**config.mk**
```make
export PLATFORM = sky130hd
export DESIGN_NAME = spc_serial_cfg
export DESIGN_NICKNAME = d
export VERILOG_FILES = /design/src/shared/spc_pkg.sv /design/src/shared/spc_link_if.sv /design/src/spc_sync.sv /design/src/spc_serial_cfg.sv
export SDC_FILE = /design/constraint.sdc
export NUM_CORES = 1
export LEC_CHECK = 0
export BUFFER_PORTS_ARGS = -buffer_cell sky130_fd_sc_hd__buf_2
export CAP_MARGIN = 10
export CORE_ASPECT_RATIO = 1.1
export CORE_UTILIZATION = 23
export DETAILED_ROUTE_END_ITERATION = 6
export SYNTH_ARGS = -nofsm -noshare
export SYNTH_HDL_FRONTEND = slang
export SYNTH_SLANG_ARGS = --single-unit
```
**constraint.sdc**
```tcl
create_clock -name clk -period 2.3 [get_ports clk]
set_input_delay 0.46 -clock clk [delete_from_list [all_inputs] [get_ports clk]]
set_output_delay 0.46 -clock clk [all_outputs]
set_load 0.03 [all_outputs]
```
**src/shared/spc_pkg.sv**
```systemverilog
// Constants shared by the serial configuration port and its pin synchroniser.
// Assumes a single 250 MHz core clock that samples every serial pin.
//
// Summary of operation
// [RQ1] Writing reset bit starts self-clearing device reset.
// [RQ2] Bit-order control selects low-first or high-first shifting.
// [RQ3] Streaming address steps up or down per control.
// [RQ4] Output control picks four-wire or three-wire port.
// [RQ5] Upper nibble mirrors lower nibble, bit reversed.
// [RQ6] First configuration register resets to all zero.
// [RQ7] Single-instruction control limits transaction to one byte.
package spc_pkg;

    // ------------------------------------------------------------------
    // Frame layout
    // ------------------------------------------------------------------
    localparam int             ADDR_W      = 15;       // Register address width.
    localparam int             INSTR_W     = 16;       // Read flag plus address.
    localparam int             BYTE_W      = 8;        // Data byte width.
    localparam int             RW_POS      = 15;       // Read flag position in the instruction.

    // ------------------------------------------------------------------
    // Register offsets
    // ------------------------------------------------------------------
    localparam logic [14:0]    OFS_CFG_A   = 15'h0000; // interface_config_a.
    localparam logic [14:0]    OFS_CFG_B   = 15'h0001; // interface_config_b.

    // ------------------------------------------------------------------
    // Field positions and reset values
    // ------------------------------------------------------------------
    localparam int             POS_RESET   = 0;        // self_clearing_reset_bit.
    localparam int             POS_ORDER   = 1;        // low_bit_first_order.
    localparam int             POS_STEP    = 2;        // address_step_up.
    localparam int             POS_OUTPUT  = 3;        // four_wire_output_on.
    localparam int             POS_SINGLE  = 7;        // one_instruction_only.
    localparam logic [7:0]     RST_CFG_A   = 8'h00;    // interface_config_a after reset.
    localparam logic [7:0]     RST_CFG_B   = 8'h00;    // interface_config_b after reset.

    // ------------------------------------------------------------------
    // Timing counts
    // ------------------------------------------------------------------
    localparam logic [3:0]     SOFT_RESET_CYCLES = 4'h8; // Length of the soft reset pulse.
    localparam logic [2:0]     PIN_IDLE    = 3'h2;     // Idle levels of {data, select_n, clock}.

endpackage

```
**src/shared/spc_link_if.sv**
```systemverilog
// Carries the settled serial pin events from the synchroniser to the core.
// Assumes both ends run on the same core clock.
`timescale 1ns/1ps
interface spc_link_if;
    logic sclk_rise;   // One-cycle pulse on a settled clock rising edge.
    logic sclk_fall;   // One-cycle pulse on a settled clock falling edge.
    logic sel;         // High while the host selects the port.
    logic din;         // Settled serial input bit.

    // The synchroniser drives the events.
    modport sync_mp (output sclk_rise, output sclk_fall, output sel, output din);
    // The core only listens.
    modport core_mp (input sclk_rise, input sclk_fall, input sel, input din);
endinterface

```
**src/spc_sync.sv**
```systemverilog
// Three-stage synchroniser and edge finder for the serial pins.
// Assumes the pins are asynchronous to clk and far slower than it.
`timescale 1ns/1ps
module spc_sync
    import spc_pkg::*;
(
    // Clock, reset and enable.
    input  wire logic clk,
    input  wire logic rst_n,
    input  wire logic ce,
    // Raw pins: bit 0 clock, bit 1 select_n, bit 2 data.
    input  wire logic [2:0] pins,
    // Settled events toward the core.
    spc_link_if.sync_mp lnk
);

    // ------------------------------------------------------------------
    // State
    // ------------------------------------------------------------------
    typedef struct packed {
        logic [2:0] s1;    // First stage, read only by the second.
        logic [2:0] s2;    // Second stage.
        logic [2:0] s3;    // Third stage.
        logic [2:0] stab;  // Level accepted once stages two and three agree.
        logic       rise;  // Clock rising edge pulse.
        logic       fall;  // Clock falling edge pulse.
    } spc_sync_s;

    spc_sync_s q;
    spc_sync_s d;
    logic [2:0] agree;     // Stages two and three match.

    // Next state: a level change counts only when stages two and three agree,
    // which filters a single-cycle glitch caught by the second stage.
    always_comb begin
        d       = q;
        agree   = q.s2 ~^ q.s3;
        d.s1    = pins;
        d.s2    = q.s1;
        d.s3    = q.s2;
        d.stab  = (agree & q.s2) | (~agree & q.stab);
        d.rise  = d.stab[0] & ~q.stab[0];
        d.fall  = ~d.stab[0] & q.stab[0];
    end

    // Registers, frozen while the enable is low.
    always_ff @(posedge clk or negedge rst_n) begin
        if (!rst_n) begin
            q <= '{s1: PIN_IDLE, s2: PIN_IDLE, s3: PIN_IDLE, stab: PIN_IDLE, rise: 1'b0, fall: 1'b0};
        end else if (ce) begin
            q <= d;
        end
    end

    assign lnk.sclk_rise = q.rise;
    assign lnk.sclk_fall = q.fall;
    assign lnk.sel       = ~q.stab[1];
    assign lnk.din       = q.stab[2];
endmodule

```
**src/spc_serial_cfg.sv**
```systemverilog
// Serial control port slave holding the two interface configuration registers.
// Assumes a host drives clock idle low, samples on rising and shifts on falling edges.
`timescale 1ns/1ps
module spc_serial_cfg
    import spc_pkg::*;
#(
    parameter logic [3:0] SOFT_RESET_LEN = SOFT_RESET_CYCLES  // Soft reset pulse length in cycles.
)
(
    // Clock, reset and enable.
    input  wire logic clk,
    input  wire logic rst_n,
    input  wire logic ce,
    // Serial pins from the host.
    input  wire logic sclk,
    input  wire logic csb_n,
    input  wire logic sdio_i,
    output wire logic sdio_o,
    output wire logic sdio_oe,
    output wire logic sdo_o,
    output wire logic sdo_oe,
    // Settings toward the rest of the device.
    output wire logic soft_reset,
    output wire logic low_bit_first_order,
    output wire logic address_step_up,
    output wire logic four_wire_output_on,
    output wire logic one_instruction_only
);

    // ------------------------------------------------------------------
    // Elaboration checks
    // ------------------------------------------------------------------
    // The reset assertion below unrolls the pulse, so it stays short.
    if (SOFT_RESET_LEN < 4'h1 || SOFT_RESET_LEN > 4'h8) begin : g_bad_len
        $error("SOFT_RESET_LEN must lie between 1 and 8");
    end

    // ------------------------------------------------------------------
    // Pin synchroniser
    // ------------------------------------------------------------------
    spc_link_if lnk ();

    spc_sync u_sync (
        .clk   (clk),
        .rst_n (rst_n),
        .ce    (ce),
        .pins  ({sdio_i, csb_n, sclk}),
        .lnk   (lnk.sync_mp)
    );

    // ------------------------------------------------------------------
    // State
    // ------------------------------------------------------------------
    typedef enum logic [1:0] {ST_IDLE, ST_INSTR, ST_DATA, ST_DONE} spc_state_e;

    typedef struct packed {
        spc_state_e   state;    // Transaction phase.
        logic [3:0]   bit_cnt;  // Bits taken in the current field.
        logic [15:0]  sh;       // Input shift register.
        logic         rw;       // High for a read transaction.
        logic [14:0]  addr;     // Current register address.
        logic [7:0]   tx;       // Read byte still to be shifted out.
        logic         out;      // Bit on the output line.
        logic [3:1]   cfg_a;    // Writable bits 3..1 of interface_config_a.
        logic         single;   // one_instruction_only.
        logic [3:0]   rst_cnt;  // Soft reset cycles left.
    } spc_core_s;

    spc_core_s  q;
    spc_core_s  d;
    logic       lsb;            // Current bit order.
    logic       rst_on;         // Soft reset in progress.
    logic [3:0] low_nib;        // Lower nibble of interface_config_a.
    logic [7:0] reg_a;          // Read value of interface_config_a.
    logic [15:0] sh_n;          // Shift register with the new bit.
    logic [7:0] rx_byte;        // Byte just completed.
    logic [14:0] nxt_addr;      // Next streaming address.

    assign lsb     = q.cfg_a[POS_ORDER];
    assign rst_on  = q.rst_cnt != 4'h0;
    // The reset bit reads one exactly while the reset runs, so it clears itself.
    assign low_nib = {q.cfg_a, rst_on};
    // [RQ5] Mirror nibble
    assign reg_a   = {low_nib[0], low_nib[1], low_nib[2], low_nib[3], low_nib};

    // Read value of any address; unmapped addresses read zero.
    function automatic logic [7:0] read_byte(input logic [14:0] a);
        logic [7:0] v;
        v = 8'h00;
        if (a == OFS_CFG_A) begin
            v = reg_a;
        end else if (a == OFS_CFG_B) begin
            v[POS_SINGLE] = q.single;
        end
        return v;
    endfunction

    // ------------------------------------------------------------------
    // Next-state logic
    // ------------------------------------------------------------------
    // One process walks the frame: instruction, then data bytes until
    // the host deselects or a single-instruction transfer ends.
    always_comb begin
        d         = q;
        // [RQ2] Shift order
        sh_n      = lsb ? {lnk.din, q.sh[15:1]} : {q.sh[14:0], lnk.din};
        rx_byte   = lsb ? sh_n[15:8] : sh_n[7:0];
        // [RQ3] Address direction
        nxt_addr  = q.cfg_a[POS_STEP] ? q.addr + 15'h0001 : q.addr - 15'h0001;
        if (rst_on) begin
            // [RQ1] Soft reset run
            // [RQ6] Reset defaults
            d.rst_cnt = q.rst_cnt - 4'h1;
            d.state   = ST_IDLE;
            d.cfg_a   = RST_CFG_A[3:1];
            d.single  = RST_CFG_B[POS_SINGLE];
            d.out     = 1'b0;
        end else if (!lnk.sel) begin
            // Deselect ends any transaction at once.
            d.state = ST_IDLE;
        end else begin
            unique case (q.state)
                ST_IDLE: begin
                    d.state   = ST_INSTR;
                    d.bit_cnt = 4'h0;
                    d.out     = 1'b0;
                end
                ST_INSTR: begin
                    if (lnk.sclk_rise) begin
                        d.sh      = sh_n;
                        d.bit_cnt = q.bit_cnt + 4'h1;
                        if (q.bit_cnt == 4'hF) begin
                            // Instruction complete: latch it and fetch the first byte.
                            d.rw      = sh_n[RW_POS];
                            d.addr    = sh_n[14:0];
                            d.tx      = read_byte(sh_n[14:0]);
                            d.bit_cnt = 4'h0;
                            d.state   = ST_DATA;
                        end
                    end
                end
                ST_DATA: begin
                    if (lnk.sclk_fall && q.rw) begin
                        // [RQ2] Output order
                        d.out = lsb ? q.tx[0] : q.tx[7];
                        d.tx  = lsb ? {1'b0, q.tx[7:1]} : {q.tx[6:0], 1'b0};
                    end
                    if (lnk.sclk_rise) begin
                        d.sh      = sh_n;
                        d.bit_cnt = q.bit_cnt + 4'h1;
                        if (q.bit_cnt == 4'h7) begin
                            d.bit_cnt = 4'h0;
                            if (!q.rw && q.addr == OFS_CFG_A) begin
                                // Upper nibble is read-only and ignored.
                                d.cfg_a = rx_byte[3:1];
                                if (rx_byte[POS_RESET]) begin
                                    // [RQ1] Reset start
                                    d.rst_cnt = SOFT_RESET_LEN;
                                end
                            end else if (!q.rw && q.addr == OFS_CFG_B) begin
                                d.single = rx_byte[POS_SINGLE];
                            end
                            if (q.single) begin
                                // [RQ7] Single transfer stop
                                d.state = ST_DONE;
                            end else begin
                                // [RQ3] Streaming step
                                d.addr = nxt_addr;
                                d.tx   = read_byte(nxt_addr);
                            end
                        end
                    end
                end
                ST_DONE: begin
                    // Further bits are ignored until deselect.
                    d.state = ST_DONE;
                end
            endcase
        end
    end

    // Registers, frozen while the enable is low.
    always_ff @(posedge clk or negedge rst_n) begin
        if (!rst_n) begin
            q <= '{state: ST_IDLE, bit_cnt: 4'h0, sh: 16'h0000, rw: 1'b0, addr: 15'h0000,
                   tx: 8'h00, out: 1'b0, cfg_a: RST_CFG_A[3:1], single: RST_CFG_B[POS_SINGLE],
                   rst_cnt: 4'h0};
        end else if (ce) begin
            q <= d;
        end
    end

    // ------------------------------------------------------------------
    // Outputs
    // ------------------------------------------------------------------
    // [RQ4] Wire mode
    // Three-wire turns the shared data pin around; four-wire uses its own line.
    assign sdio_oe              = lnk.sel && q.state == ST_DATA && q.rw && !q.cfg_a[POS_OUTPUT];
    assign sdo_oe               = lnk.sel && q.state == ST_DATA && q.rw && q.cfg_a[POS_OUTPUT];
    assign sdio_o               = q.out;
    assign sdo_o                = q.out;
    assign soft_reset           = rst_on;
    assign low_bit_first_order  = q.cfg_a[POS_ORDER];
    assign address_step_up      = q.cfg_a[POS_STEP];
    assign four_wire_output_on  = q.cfg_a[POS_OUTPUT];
    assign one_instruction_only = q.single;
endmodule

```
==> out/qor.yml <==
nFillCells: 1841
num_rows: 50
crit_path_end_kind: "register"
cts.sinks: 69
synthCells: 470
ys_seq_area_share_pct: 42.2
cts_hold_buf: 0
drcViolationCount: 0
power_density_nw_per_um2: 650
path_class: "reg2reg"
grt_pass1_wl_mm: 18.1
initial_core_util_pct: 23.8
layout_common_cells: "buf_4 (68), dfrtp_1 (64), o21ai_0 (58)"
crit_start: "q[0]"
nets: 553
grt_max_degree: 37
pre_cts_slack_ns: -0.131
die_w_um: 129
grt_pass1_vias: 3597
violations: "setup timing"
status: "finished, violations left"
syn-num-nets: 485
synth_edf_count: 0
place_congestion: 0.810
timing.rr.start: "q[0]"
vias: 3695
synth.cell_area_um2: 4100
antenna_cells: 0
vdd_drop_max_uv: 432
cts_htree_levels: 3
synthArstFlopShare_pct: 100
skew_ns: 0.00910
whs_ns: 0.0671
tightest_slew_ns: 0.590
hold_path_class: "in2async"
antenna_found_initial: 0
hpwlAfterDp_mm: 7.77
yosys_warnings: 0
post-route-min-period_ns: 2.37
numCtsBuffers: 9
first_pass_iters: 4
critPathArrivalTime_ns: 2.64
final_layout_size_suffix_gt1_share_pct: 29.1
pin_count: 15
routed_via_density: 4.76
synth_flop_cell: "dfrtp_1"
routed_wl_mm: 10.9
clk_pin_slew_worst_paths_ns: 0.06
cp_max_fo: 3
max-slew-margin-rel_pct: 60.6
hold_violations: 0
io_buffers: 14
start_kind: "register"
slew_violations: 0
wire_per_inst_um: 14.1
dieArea_um2: 18400
cts_root_buf: "clkbuf_16"
fin_crit_sh_pct: 103
cellLeakagePower_nw: 2.19
rsz0062_at_grt: "yes"
chipHeight_um: 142
crit_required_ns: 2.56
finish.utilization_pct: 31.4
fin_ws_ns: -0.0713
clkLatencyLatePin_ns: 0.34
gr-total-overflow: 0
cts_max_path_buffers: 2
max-cap-violations: 0
fmax_ghz: 0.422
synth_seq_cells: 69
area_growth_pct: 32.2
syn_avg_cell_area_um2: 8.73
cts_tree: "done"
first_iter_violations: 282
ant_nets: 0
ys_types: 52
core_region_area_um2: 17300
layout_commonest_cell: "buf_4"
finalSetupViolCount: 3
gr-usage-all-layers_pct: 12.4
==> per-layer routing <==
| layer | part of all wire, % | track usage, % | wire length, µm | vias to the layer above |
|---|---|---|---|---|
| met5 | 0 | 0 | 0 | - |
| met3 | 3.3 | 2.41 | 360 | 12 |
| met4 | 1.4 | 4.21 | 148 | 0 |
| met2 | 47 | 19.3 | 5160 | 69 |
| met1 | 48 | 17.2 | 5260 | 1775 |
| li1 | - | - | - | 1839 |
==> layout make-up <==
cell class	instances	area, µm²	share of cell area (%)
Tap cell	234	293	5.40
Multi-Input combinational cell	351	2370	43.7
Clock buffer	11	243	4.48
Clock inverter	5	83.8	1.55
Timing Repair Buffer	82	602	11.1
Sequential cell	69	1730	31.9
Inverter	25	98.8	1.82
==> logic make-up (layout without fill, tap and decap cells) <==
logic type	after synthesis	in the layout	share of synthesized area, %
AND/OR/NAND/NOR	165	165	20.3
AO/OA/AOI/OAI	131	131	18.7
flip-flops	69	69	42.2
buffers and inverters	50	123	4.76
multiplexers	33	33	8.51
XOR/XNOR	13	13	2.77
adder cells (fa/ha/maj)	9	9	2.74
==> through the flow <==
stage               TNS [ns]  power [mW]  cell area (µm²)  std cells
floorplan              -3.27        1.76             4110        470
global placement      -0.931        1.96             4840        753
CTS                   -0.313        3.51             5260        772
finish                -0.209        3.53             5420        777
global route          -0.917        3.69             5420        777
detailed placement     -1.05        1.97             4840        753
==> Yosys cell counts (3+ instances only) <==
| cell type | instances | share of area, % |
|---|---|---|
| nor3_1 | 25 | 3.0 |
| or3_1 | 6 | 0.91 |
| nand2b_1 | 3 | 0.46 |
| mux2i_1 | 18 | 4.4 |
| o21ai_0 | 65 | 7.9 |
| clkbuf_1 | 20 | 1.8 |
| o21ai_1 | 4 | 0.49 |
| ha_1 | 9 | 2.7 |
| nor4_1 | 10 | 1.5 |
| nand3_1 | 14 | 1.7 |
| inv_1 | 23 | 2.1 |
| and2_1 | 4 | 0.61 |
| mux2_2 | 15 | 4.1 |
| and4_1 | 3 | 0.64 |
| xor2_1 | 5 | 1.1 |
| dfstp_2 | 4 | 2.6 |
| a221o_1 | 4 | 0.98 |
| or4_1 | 3 | 0.55 |
| a22oi_1 | 6 | 1.1 |
| dfrtp_1 | 65 | 40 |
| nor2_1 | 29 | 2.7 |
| a32o_1 | 4 | 0.98 |
| nand4_1 | 5 | 0.76 |
| a21oi_1 | 28 | 3.4 |
| xnor2_1 | 8 | 1.7 |
| buf_1 | 3 | 0.27 |
| o22ai_1 | 5 | 0.76 |
| o41ai_1 | 3 | 0.64 |
| nand2_1 | 51 | 4.7 |
==> sequential cells by signal, summed over array words and instances (netlist names), named ones only <==
| signal | cells |
|---|---|
| address_step_up | 1 |
| q | 50 |
| u_sync.q | 4 |
| low_bit_first_order | 1 |
| four_wire_output_on | 1 |
| one_instruction_only | 1 |
| u_sync.lnk.sclk_fall | 1 |
| sdio_o | 1 |
| u_sync.lnk.sclk_rise | 1 |
| u_sync.d | 6 |
==> critical path: stages, from the launching register on <==
cell,delay (ns)
dfrtp_1,0.37
or3_4,0.42
nor2_8,0.12
inv_6,0.03
or3_4,0.34
or3_4,0.37
or4b_4,0.52
o21ai_2,0.13
==> report_power, final <==
group | switching (mW) | internal (mW)
registers | 0.0965 | 1.31
logic | 0.333 | 0.257
clock network | 0.545 | 0.981
==> what timing repair did <==
item                       4_1_cts  5_1_grt
resized for setup               16       32
pin swaps                        6       14
setup endpoints to repair       16       28
hold endpoints to repair         0        0
setup buffers                    3        5
==> worst paths after layout <==
path / slack (ns) / end / cells past startpoint
min in group clk: 0.35 / u_sync.d[9] / 2
worst max-delay path: -0.07 / q[50] / 7
worst max register to register: -0.07 / q[50] / 7
max in group asynchronous: 1.56 / u_sync.q[6] / 2
worst min register to register: 0.50 / u_sync.q[6] / 2
worst min-delay path: 0.07 / u_sync.d[8] / 1
No activity file was read; power rests on OpenSTA's default activity.
